==> src/common/eiocp_pkg.sv <==
package eiocp_pkg;
  localparam int EIOCP_LINES = 4;
  localparam int EIOCP_ADC_BITS = 12;
  localparam int EIOCP_CLK_MHZ = 250;
  localparam int EIOCP_STEP_US = 100;
  localparam int EIOCP_MAX_DELAY_MS = 25;
  localparam int EIOCP_STEP_CYCLES = EIOCP_STEP_US * EIOCP_CLK_MHZ;
  localparam int EIOCP_MAX_STEPS = (EIOCP_MAX_DELAY_MS * 1000) / EIOCP_STEP_US;
  localparam int EIOCP_SEL_BIT = 7;
  localparam logic [3:0] EIOCP_DIR_RST = 4'h0;
  localparam logic [3:0] EIOCP_OUT_RST = 4'h0;
  typedef enum logic [2:0] {
    EIOCP_GET_DIR, EIOCP_GET_DATA, EIOCP_GET_DELAY, EIOCP_SETTLE,
    EIOCP_SAMPLE, EIOCP_ADC_WAIT, EIOCP_SEND_HI, EIOCP_SEND_LO
  } eiocp_state_t;
endpackage

==> src/design/eiocp_step_timer.sv <==
`timescale 1ns/1ps
module eiocp_step_timer
  import eiocp_pkg::*;
#(
  parameter int STEP_CYCLES = EIOCP_STEP_CYCLES
) (
  // clock and reset
  input wire logic i_clk,
  input wire logic i_rst_n,
  // control
  input wire logic i_start,
  input wire logic [7:0] i_steps,
  output logic o_done
);
  logic [31:0] cyc;
  logic [7:0] steps;
  logic run;

  always_ff @(posedge i_clk or negedge i_rst_n) begin
    if (!i_rst_n) begin
      cyc <= 32'h0;
      steps <= 8'h0;
      run <= 1'b0;
      o_done <= 1'b0;
    end else begin
      o_done <= 1'b0;
      if (i_start) begin
        cyc <= 32'h0;
        steps <= i_steps;
        run <= (i_steps != 8'h0);
        o_done <= (i_steps == 8'h0);
      end else if (run) begin
        if (cyc == 32'(STEP_CYCLES - 1)) begin
          cyc <= 32'h0;
          steps <= steps - 8'h1;
          if (steps == 8'h1) begin
            run <= 1'b0;
            o_done <= 1'b1;
          end
        end else begin
          cyc <= cyc + 32'h1;
        end
      end
    end
  end
endmodule

==> src/design/eiocp_port.sv <==
`timescale 1ns/1ps
module eiocp_port
  import eiocp_pkg::*;
#(
  parameter int STEP_CYCLES = EIOCP_STEP_CYCLES
) (
  // clock and reset
  input wire logic i_clk,
  input wire logic i_rst_n,
  // command bytes from host
  input wire logic i_cmd_valid,
  input wire logic [7:0] i_cmd_data,
  output logic o_cmd_ready,
  // result bytes to host
  output logic o_rsp_valid,
  output logic [7:0] o_rsp_data,
  input wire logic i_rsp_ready,
  // digital lines
  input wire logic [3:0] i_io,
  output logic [3:0] o_io,
  output logic [3:0] o_io_oe,
  // converter
  output logic o_adc_start,
  input wire logic i_adc_done,
  input wire logic [11:0] i_adc_code,
  // status
  output logic o_busy
);
  eiocp_state_t state;
  logic [3:0] io_s1, io_s2;
  logic adc_sel;
  logic [7:0] steps;
  logic [15:0] result;
  logic tmr_start, tmr_done;

  eiocp_step_timer #(.STEP_CYCLES(STEP_CYCLES)) u_timer (
    .i_clk(i_clk),
    .i_rst_n(i_rst_n),
    .i_start(tmr_start),
    .i_steps(steps),
    .o_done(tmr_done)
  );

  always_ff @(posedge i_clk or negedge i_rst_n) begin
    if (!i_rst_n) begin
      io_s1 <= 4'h0;
      io_s2 <= 4'h0;
    end else begin
      io_s1 <= i_io;
      io_s2 <= io_s1;
    end
  end

  wire cmd_take = i_cmd_valid && o_cmd_ready;
  wire rsp_take = o_rsp_valid && i_rsp_ready;

  // phase decodes shared by several registers
  wire dir_take = cmd_take && (state == EIOCP_GET_DIR);
  wire data_take = cmd_take && (state == EIOCP_GET_DATA);
  wire delay_take = cmd_take && (state == EIOCP_GET_DELAY);
  wire last_take = rsp_take && (state == EIOCP_SEND_LO);

  // upper byte when hi is set, else lower byte
  function automatic logic [7:0] pick_byte(input logic [15:0] val, input logic hi);
    pick_byte = hi ? val[15:8] : val[7:0];
  endfunction

  // settling steps beyond the 25 ms ceiling are cut back
  function automatic logic [7:0] clamp_steps(input logic [7:0] raw);
    clamp_steps = (raw > 8'(EIOCP_MAX_STEPS)) ? 8'(EIOCP_MAX_STEPS) : raw;
  endfunction

  // phase sequencer
  always_ff @(posedge i_clk or negedge i_rst_n) begin
    if (!i_rst_n) begin
      state <= EIOCP_GET_DIR;
    end else begin
      unique case (state)
        EIOCP_GET_DIR: if (cmd_take) begin
          state <= EIOCP_GET_DATA;
        end
        EIOCP_GET_DATA: if (cmd_take) begin
          state <= EIOCP_GET_DELAY;
        end
        EIOCP_GET_DELAY: if (cmd_take) begin
          state <= EIOCP_SETTLE;
        end
        EIOCP_SETTLE: if (tmr_done) begin
          state <= EIOCP_SAMPLE;
        end
        EIOCP_SAMPLE: begin
          if (adc_sel) begin
            state <= EIOCP_ADC_WAIT;
          end else begin
            state <= EIOCP_SEND_HI;
          end
        end
        EIOCP_ADC_WAIT: if (i_adc_done) begin
          state <= EIOCP_SEND_HI;
        end
        EIOCP_SEND_HI: if (rsp_take) begin
          state <= EIOCP_SEND_LO;
        end
        EIOCP_SEND_LO: if (rsp_take) begin
          state <= EIOCP_GET_DIR;
        end
      endcase
    end
  end

  // line direction and drive levels, held until the next direction or data byte rewrites them
  always_ff @(posedge i_clk or negedge i_rst_n) begin
    if (!i_rst_n) begin
      o_io_oe <= EIOCP_DIR_RST;
      o_io <= EIOCP_OUT_RST;
    end else begin
      if (dir_take) begin
        o_io_oe <= i_cmd_data[3:0];
      end
      if (data_take) begin
        o_io <= i_cmd_data[3:0];
      end
    end
  end

  // readback choice from the data byte msb
  always_ff @(posedge i_clk or negedge i_rst_n) begin
    if (!i_rst_n) begin
      adc_sel <= 1'b0;
    end else if (data_take) begin
      adc_sel <= i_cmd_data[EIOCP_SEL_BIT];
    end
  end

  // settling step count for the timer
  always_ff @(posedge i_clk or negedge i_rst_n) begin
    if (!i_rst_n) begin
      steps <= 8'h0;
    end else if (delay_take) begin
      steps <= clamp_steps(i_cmd_data);
    end
  end

  // timer starts the edge after the delay byte, once steps is loaded
  always_ff @(posedge i_clk or negedge i_rst_n) begin
    if (!i_rst_n) begin
      tmr_start <= 1'b0;
    end else begin
      tmr_start <= delay_take;
    end
  end

  // intake closes from the delay byte until the last result byte leaves
  always_ff @(posedge i_clk or negedge i_rst_n) begin
    if (!i_rst_n) begin
      o_cmd_ready <= 1'b1;
    end else if (delay_take) begin
      o_cmd_ready <= 1'b0;
    end else if (last_take) begin
      o_cmd_ready <= 1'b1;
    end
  end

  // busy from the first command byte to the last result byte
  always_ff @(posedge i_clk or negedge i_rst_n) begin
    if (!i_rst_n) begin
      o_busy <= 1'b0;
    end else if (dir_take) begin
      o_busy <= 1'b1;
    end else if (last_take) begin
      o_busy <= 1'b0;
    end
  end

  // one-cycle start pulse, only after settling
  always_ff @(posedge i_clk or negedge i_rst_n) begin
    if (!i_rst_n) begin
      o_adc_start <= 1'b0;
    end else begin
      o_adc_start <= (state == EIOCP_SAMPLE) && adc_sel;
    end
  end

  // result word, digital levels in the low nibble
  always_ff @(posedge i_clk or negedge i_rst_n) begin
    if (!i_rst_n) begin
      result <= 16'h0;
    end else if ((state == EIOCP_SAMPLE) && !adc_sel) begin
      result <= {12'h000, io_s2};
    end else if ((state == EIOCP_ADC_WAIT) && i_adc_done) begin
      result <= {4'h0, i_adc_code};
    end
  end

  // result valid rises in the upper-byte phase, falls with the last byte
  always_ff @(posedge i_clk or negedge i_rst_n) begin
    if (!i_rst_n) begin
      o_rsp_valid <= 1'b0;
    end else if (state == EIOCP_SEND_HI) begin
      o_rsp_valid <= 1'b1;
    end else if (last_take) begin
      o_rsp_valid <= 1'b0;
    end
  end

  // upper byte first, each byte held until the host takes it
  always_ff @(posedge i_clk or negedge i_rst_n) begin
    if (!i_rst_n) begin
      o_rsp_data <= 8'h0;
    end else if ((state == EIOCP_SEND_HI) && !o_rsp_valid) begin
      o_rsp_data <= pick_byte(result, 1'b1);
    end else if ((state == EIOCP_SEND_HI) && rsp_take) begin
      o_rsp_data <= pick_byte(result, 1'b0);
    end
  end
endmodule

==> config.mk <==
export PLATFORM = sky130hd
export DESIGN_NAME = eiocp_port
export DESIGN_NICKNAME = d
export VERILOG_FILES = /design/src/common/eiocp_pkg.sv /design/src/design/eiocp_step_timer.sv /design/src/design/eiocp_port.sv
export SDC_FILE = /design/constraint.sdc
export NUM_CORES = 1
export LEC_CHECK = 0
export ABC_CLOCK_PERIOD_IN_PS = 2300
export BUFFER_PORTS_ARGS = -buffer_cell sky130_fd_sc_hd__buf_2
export CORE_MARGIN = 4
export CORE_UTILIZATION = 30
export CTS_BUF_LIST = sky130_fd_sc_hd__clkbuf_8
export CTS_CLUSTER_DIAMETER = 150
export DETAILED_ROUTE_END_ITERATION = 12
export SETUP_SLACK_MARGIN = 0.02
export SLEW_MARGIN = 25
export SYNTH_ARGS = -nofsm -noshare
export SYNTH_HDL_FRONTEND = slang
export SYNTH_SLANG_ARGS = --single-unit
==> constraint.sdc <==
create_clock -name i_clk -period 2.3 [get_ports i_clk]
set_clock_uncertainty 0.1 [all_clocks]
set_input_delay 0.345 -clock i_clk [delete_from_list [all_inputs] [get_ports i_clk]]
set_output_delay 0.345 -clock i_clk [all_outputs]
set_load 0.1 [all_outputs]
# == Word-level counts from Yosys, hierarchy flattened ==
# Cells that the tools add are included.
# Widths: inputs -> output; s select.
# totals
rom_bits,0
memories,0
latch_bits,0
elab_cells,95
mem_bits_rw,0
regBits,99
# op_classes
muxes,33
shift,0
addsub,2
bitwise_logic,0
n_eq_ne,16
n_reduce_logical,25
n_div,0
multipliers,0
magnitude_cmp,1
# op_table
cell,count
$mux 32,3
$mux 8,6
$add 32x1->32 const B,1
$eq 32x15->1 const B,1
$mux 16,2
$pmux 3 s8,1
$mux 3,7
$reduce_bool 2->1,7
$mux 1,13
$eq 3x3->1 const B,4
$ne 2x2->1 const B,6
$logic_and 1x1->1,11
$eq 8x1->1 const B,1
$gt 8x8->1 const B,1
$logic_not 8->1,1
$reduce_bool 8->1,1
$sub 8x1->8 const B,1
$reduce_and 7->1,1
$eq 3x2->1 const B,2
$eq 3x1->1 const B,1
$logic_not 3->1,1
$logic_not 1->1,2
$mux 2,1
$ne 2x1->1 const B,1
$reduce_and 2->1,1

# == Logic depth before layout (Yosys ltp) ==
# logic_depth
word_depth,5
depth_mapped,7
depth_no_buf,6

# == Modules after synthesis ==
# A second synthesis with hierarchy kept.
# hier_totals
hier_cells,436
area_unflattened_um2,4680.7
# by_module_without_submodules
mod,cells_per_inst,area_each_um2,n_inst
eiocp_step_timer,253,2459.9,1
eiocp_port,183,2220.9,1

# == Worst setup path after synthesis ==
# Ideal clock, no wire load.
# synth_path
kind,register to register
startpoint,register o_cmd_ready
endpoint,register steps[6]
slack_ps,-156
arrival_time_ps,2231
stages_incl_launch_ff,5
path_cell_list,dfstp_2 -> nand2_1 -> nor4b_1 -> clkbuf_1 -> mux2_2
# synth_between
elab_chain_len,2
# synth_lines
item,line_no,text
from (decl),eiocp_port.sv:13,"output logic o_cmd_ready,"
from (signal assigned),eiocp_port.sv:156,o_cmd_ready <= 1'b1;
from (signal assigned),eiocp_port.sv:158,o_cmd_ready <= 1'b0;
from (signal assigned),eiocp_port.sv:160,o_cmd_ready <= 1'b1;
$logic_and 1x1->1,eiocp_port.sv:54,wire cmd_take = i_cmd_valid && o_cmd_ready;
$logic_and 1x1->1,eiocp_port.sv:60,wire delay_take = cmd_take && (state == EIOCP_GET_DELAY);
named net delay_take,eiocp_port.sv:60,
to (signal assigned),eiocp_port.sv:140,steps <= clamp_steps(i_cmd_data);
to (decl),eiocp_port.sv:32,logic [7:0] steps;
# The timed path passes the listed nets, and every way through them passes these cells.
# A chain may end at the register's enable or synchronous reset.

# == Worst setup path after layout ==
# layout_path
startpoint,register u_timer.cyc[4]
endpoint,register u_timer.cyc[29]
# layout_between
elab_chain_len,4
elab_cells_between_ends,5
# layout_lines
item,line_no,text
from (decl),eiocp_step_timer.sv:15,logic [31:0] cyc;
from (signal assigned),eiocp_step_timer.sv:41,cyc <= cyc + 32'h1;
$add 32x1->32 or $eq 32x15->1 (tied branches),"eiocp_step_timer.sv:41, eiocp_step_timer.sv:33",
$mux 32 *,eiocp_step_timer.sv:33,if (cyc == 32'(STEP_CYCLES - 1)) begin
$mux 32 *,eiocp_step_timer.sv:32,end else if (run) begin
$mux 32 *,eiocp_step_timer.sv:27,if (i_start) begin
# Mark *: on every way between the ends. The rest lies on a longest branch, timed or not. The select of a mux whose other input is x is not followed.

==> impl_results.html <==
<table>
<tr><th>Metric</th><th>Value</th></tr>
<tr><th colspan="2">Critical path</th></tr>
<tr><td>Reg2Reg Launch Point</td><td>u_timer.cyc[4]</td></tr>
<tr><td>Startpoint Class</td><td>register</td></tr>
<tr><td>Arrival time of the worst setup path</td><td>between 2000 and 2500 ps</td></tr>
<tr><td>Type of the worst setup path</td><td>reg -&gt; reg</td></tr>
<tr><td>Start point of the critical path</td><td>u_timer.cyc[4]</td></tr>
<tr><td>Worst-path maximum fanout</td><td>25</td></tr>
<tr><td>Kind of end point of the critical path</td><td>register</td></tr>
<tr><td>Data required time at the worst endpoint</td><td>2460 ps</td></tr>
<tr><th colspan="2">Pwr</th></tr>
<tr><td>Total power</td><td>6.42 mW</td></tr>
<tr><td>Maximum ir drop on the vdd rail</td><td>roughly 550 µV</td></tr>
<tr><td>PwrDens</td><td>1190 mW/mm²</td></tr>
<tr><td>P_leak</td><td>2.33 nW</td></tr>
<tr><th colspan="2">Synthesis</th></tr>
<tr><td>Most used DFF post-synth</td><td>sky130_fd_sc_hd__dfrtp_1</td></tr>
<tr><td>EDFF count, synth</td><td>0</td></tr>
<tr><td>Synth cell types</td><td>a little under 60</td></tr>
<tr><td>Synth top area cells</td><td>sky130_fd_sc_hd__dfrtp_1 (51%), sky130_fd_sc_hd__mux2_2 (4.2%), sky130_fd_sc_hd__nand2_1 (3.9%)</td></tr>
<tr><td>Share of synthesized area occupied by flip-flops and latches</td><td>51.8%</td></tr>
<tr><td>Synth Area per Inst</td><td>9.94 µm²</td></tr>
<tr><td>Number of nets in the synthesized netlist</td><td>slightly below 500</td></tr>
<tr><td>Number of register bits inferred by synthesis</td><td>95</td></tr>
<tr><td>Syn Inst Count</td><td>462</td></tr>
<tr><td>Share of flip-flops with an asynchronous set or reset after synthesis</td><td>100%</td></tr>
<tr><td>Fraction of post-synthesis cell area in the top cell type by area</td><td>around half</td></tr>
<tr><td>Yosys warnings</td><td>0</td></tr>
<tr><td>Mapped Area</td><td>0.00459 mm²</td></tr>
<tr><td>Cell taking the most area after synthesis</td><td>sky130_fd_sc_hd__dfrtp_1</td></tr>
<tr><th colspan="2">Routing</th></tr>
<tr><td>Total length of routed wires</td><td>between 10,000 and 15,000 µm</td></tr>
<tr><td>Antenna violation net count after detailed routing</td><td>0</td></tr>
<tr><td>Post-detailed-route via-to-cell ratio</td><td>5.13</td></tr>
<tr><td>Final routed wire length divided by cell count</td><td>roughly 15 µm</td></tr>
<tr><td>Post-route DRC violation count</td><td>0</td></tr>
<tr><td>Pre-Repair DR Iteration Count</td><td>4</td></tr>
<tr><td>Vias after detailed routing</td><td>3,655</td></tr>
<tr><td>Number of design-rule violations left by the first detailed-router iteration</td><td>220</td></tr>
<tr><th colspan="2">Timing</th></tr>
<tr><td>Final TNS setup</td><td>0 ps</td></tr>
<tr><td>Slew Viols, Final</td><td>0</td></tr>
<tr><td>Transition time at the pin with the least slew margin</td><td>584 ps</td></tr>
<tr><td>Minimum clock period after layout</td><td>between 2000 and 2500 ps</td></tr>
<tr><td>Headroom to the max-slew limit</td><td>61.1%</td></tr>
<tr><td>Period utilization</td><td>94.1%</td></tr>
<tr><td>Hold_ws</td><td>74.7 ps</td></tr>
<tr><td>Count of endpoints failing hold in the final timing report</td><td>0</td></tr>
<tr><td>Final setup violation count</td><td>0</td></tr>
<tr><td>Setup repair after global routing missed its margin</td><td>false</td></tr>
<tr><td>Top achievable clock speed</td><td>462 MHz</td></tr>
<tr><th colspan="2">Flow run</th></tr>
<tr><td>Max-cap violations</td><td>0</td></tr>
<tr><th colspan="2">Floorplan</th></tr>
<tr><td>Die outline area</td><td>about 0.017 mm²</td></tr>
<tr><td>Starting density of the core</td><td>31.1%</td></tr>
<tr><td>X dimension of the die</td><td>132 µm</td></tr>
<tr><td>Standard-cell rows</td><td>44</td></tr>
<tr><td>DIE HEIGHT</td><td>132 µm</td></tr>
<tr><td>I/O Pins</td><td>49</td></tr>
<tr><td>Core Footprint</td><td>0.0148 mm²</td></tr>
<tr><th colspan="2">Clock network</th></tr>
<tr><td>Clock latency at the later pin of the worst-skew pair</td><td>between 300 and 400 ps</td></tr>
<tr><td>TritonCTS clock tree</td><td>done</td></tr>
<tr><td>Maximum clock insertion buffer count</td><td>2</td></tr>
<tr><td>CTS sink count</td><td>95</td></tr>
<tr><td>Total number of H-tree levels</td><td>3</td></tr>
<tr><td>Total CTS buffers</td><td>9</td></tr>
<tr><td>CTS Root Cell</td><td>sky130_fd_sc_hd__clkbuf_8</td></tr>
<tr><td>Clk slew on worst S/H paths</td><td>100 ps</td></tr>
<tr><th colspan="2">Finish</th></tr>
<tr><td>Ant. Diodes</td><td>0</td></tr>
<tr><td>Filler cells</td><td>1,469</td></tr>
<tr><td>Final Net Count</td><td>around 560</td></tr>
<tr><td>Combined area of the multi-input logic cells</td><td>approximately 0.0021 mm²</td></tr>
<tr><td>Commonest cells after routing, fill and taps aside</td><td>sky130_fd_sc_hd__dfrtp_1 (88), sky130_fd_sc_hd__nand2_1 (48), sky130_fd_sc_hd__buf_2 (47), sky130_fd_sc_hd__nor2_1 (41), sky130_fd_sc_hd__o21ai_0 (31)</td></tr>
<tr><td>Final Instance Count excl. Fillers</td><td>713</td></tr>
<tr><td>Fraction of final layout cells sized beyond drive strength 1</td><td>25.0%</td></tr>
<tr><td>Growth of design area from synthesis to finish</td><td>17.9%</td></tr>
<tr><td>Cell area after layout</td><td>0.00542 mm²</td></tr>
<tr><td>Register cell area after layout</td><td>between 0.002 and 0.0025 mm²</td></tr>
<tr><td>Most frequent standard cell in the layout excluding fill and tap cells</td><td>sky130_fd_sc_hd__dfrtp_1</td></tr>
<tr><th colspan="2">Place</th></tr>
<tr><td>Placed Area</td><td>0.00513 mm²</td></tr>
<tr><td>Detail Placement HPWL</td><td>between 7000 and 8000 µm</td></tr>
<tr><td>Number of port buffers</td><td>48</td></tr>
<tr><td>Number of placed instances, taps included</td><td>692</td></tr>
<tr><td>Final estimated routing congestion in global placement</td><td>0.930</td></tr>
<tr><th colspan="2">Global route</th></tr>
<tr><td>Tot GR Track Use</td><td>between 10% and 20%</td></tr>
<tr><td>Initial antenna violation count</td><td>0</td></tr>
<tr><td>Global-route congestion overflow total</td><td>0</td></tr>
<tr><td>Global-route wire length before repair</td><td>approximately 19,000 µm</td></tr>
<tr><td>Largest net degree at the start of global routing</td><td>44</td></tr>
<tr><td>Via count of the first global-routing pass</td><td>3,700</td></tr>
<tr><th colspan="2">Min path</th></tr>
<tr><td>Worst min-delay path startpoint</td><td>i_adc_code[4]</td></tr>
<tr><td>Path type of the worst min-delay path</td><td>in -&gt; reg</td></tr>
<tr><th colspan="2">Status</th></tr>
<tr><td>Result of the run</td><td>finished, final reports clean</td></tr>
</table>
state kept, by name, indices dropped and copies added, names as in the netlist, 3 cells and up:
name / cells
o_io_oe: 4
u_timer.steps: 8
o_rsp_data: 8
u_timer.cyc: 32
io_s2: 4
io_s1: 4
steps: 8
o_io: 4
state: 3
result: 12
where the power goes:
group | total, mW | switching, mW | leakage (nW) | internal (mW)
Sequential | 2.60 | 0.443 | 1.20 | 2.16
Clock | 1.03 | 0.623 | 0.0919 | 0.406
Combinational | 2.79 | 1.99 | 1.04 | 0.800
per-stage QoR:
step | worst slack, ps | util [%]
3_5_place_dp | 39.6 | 34.8
5_1_grt | 35.5 | 36.7
6_report | 135 | 36.7
2_1_floorplan | 125 | -
3_3_place_gp | 48.6 | 34.8
4_1_cts | 68.5 | 36.4
logic make-up (layout without fill, tap and decap cells):
| kind of cell | count (synthesis) | count (layout) | synth area share (%) |
|---|---|---|---|
| AND/OR/NAND/NOR | 207 | 207 | 24.0 |
| flip-flops | 95 | 95 | 51.8 |
| AO/OA/AOI/OAI | 71 | 71 | 9.34 |
| buffers and inverters | 36 | 103 | 3.62 |
| XOR/XNOR | 32 | 32 | 6.10 |
| multiplexers | 18 | 18 | 4.38 |
| adder cells (fa/ha/maj) | 3 | 3 | 0.817 |
timing repair:
action                     4_1_cts  5_1_grt
gates resized for setup          1       12
hold endpoints to repair        44        0
cloned                           0        0
hold buffers                     5        0
setup endpoints to repair        1       31
setup buffers                    0        0
cell usage after synthesis (2+ instances only):
master and number:
sky130_fd_sc_hd__xnor2_1 14, sky130_fd_sc_hd__and3_1 5, sky130_fd_sc_hd__o21ai_0 31, sky130_fd_sc_hd__a22oi_1 4, sky130_fd_sc_hd__and4_1 3, sky130_fd_sc_hd__nor4b_1 6
sky130_fd_sc_hd__nor2_1 41, sky130_fd_sc_hd__a22o_1 3, sky130_fd_sc_hd__a21oi_1 12, sky130_fd_sc_hd__nand4_1 15, sky130_fd_sc_hd__a31o_2 3, sky130_fd_sc_hd__clkbuf_1 11
sky130_fd_sc_hd__nand4_2 3, sky130_fd_sc_hd__buf_4 4, sky130_fd_sc_hd__nand3_1 28, sky130_fd_sc_hd__nand2_1 48, sky130_fd_sc_hd__and2_1 3, sky130_fd_sc_hd__clkbuf_2 2
sky130_fd_sc_hd__o21a_1 2, sky130_fd_sc_hd__and3_4 3, sky130_fd_sc_hd__ha_1 3, sky130_fd_sc_hd__o22ai_1 8, sky130_fd_sc_hd__xor2_1 18, sky130_fd_sc_hd__nor4_1 17
sky130_fd_sc_hd__mux2_2 17, sky130_fd_sc_hd__dfrtp_1 94, sky130_fd_sc_hd__nor3_1 15, sky130_fd_sc_hd__or4_1 3, sky130_fd_sc_hd__nand2b_1 3, sky130_fd_sc_hd__inv_1 13
sky130_fd_sc_hd__or2_2 3
critical path: stages (launching register included):
cell                      delay [ps]
sky130_fd_sc_hd__dfrtp_2         470
sky130_fd_sc_hd__nor4b_1         390
sky130_fd_sc_hd__nand4_2         290
sky130_fd_sc_hd__or2_2           370
sky130_fd_sc_hd__o21ai_2         170
sky130_fd_sc_hd__buf_12          180
sky130_fd_sc_hd__nor2_1           70
routing by layer:
metal	routed length (µm)	share of wire [%]	vias up	track usage, %
li1	-	-	1775	-
met1	5200	49	1811	17.7
met2	4890	46	57	19.7
met3	386	3.6	12	2.94
met4	176	1.7	0	5.25
met5	0	0	-	0
path summary, 6_finish.rpt:
path                       slack, ps  cells past startpoint              end
setup / recovery                 140                      6  u_timer.cyc[29]
hold / removal                    70                      3        result[4]
min in group asynchronous        400                      2  u_timer.cyc[20]
hold reg to reg                  260                      0         io_s2[2]
setup reg to reg                 140                      6  u_timer.cyc[29]
max in group asynchronous       1010                      3  u_timer.cyc[10]
cell type report:
type / count / area share (%)
Timing Repair Buffer: 72 / 8.50
Multi-Input combinational cell: 331 / 38.8
Clock inverter: 7 / 1.02
Inverter: 15 / 1.04
Tap cell: 184 / 4.25
Clock buffer: 9 / 2.29
Sequential cell: 95 / 44.1
(Power assumes the default switching activity.)
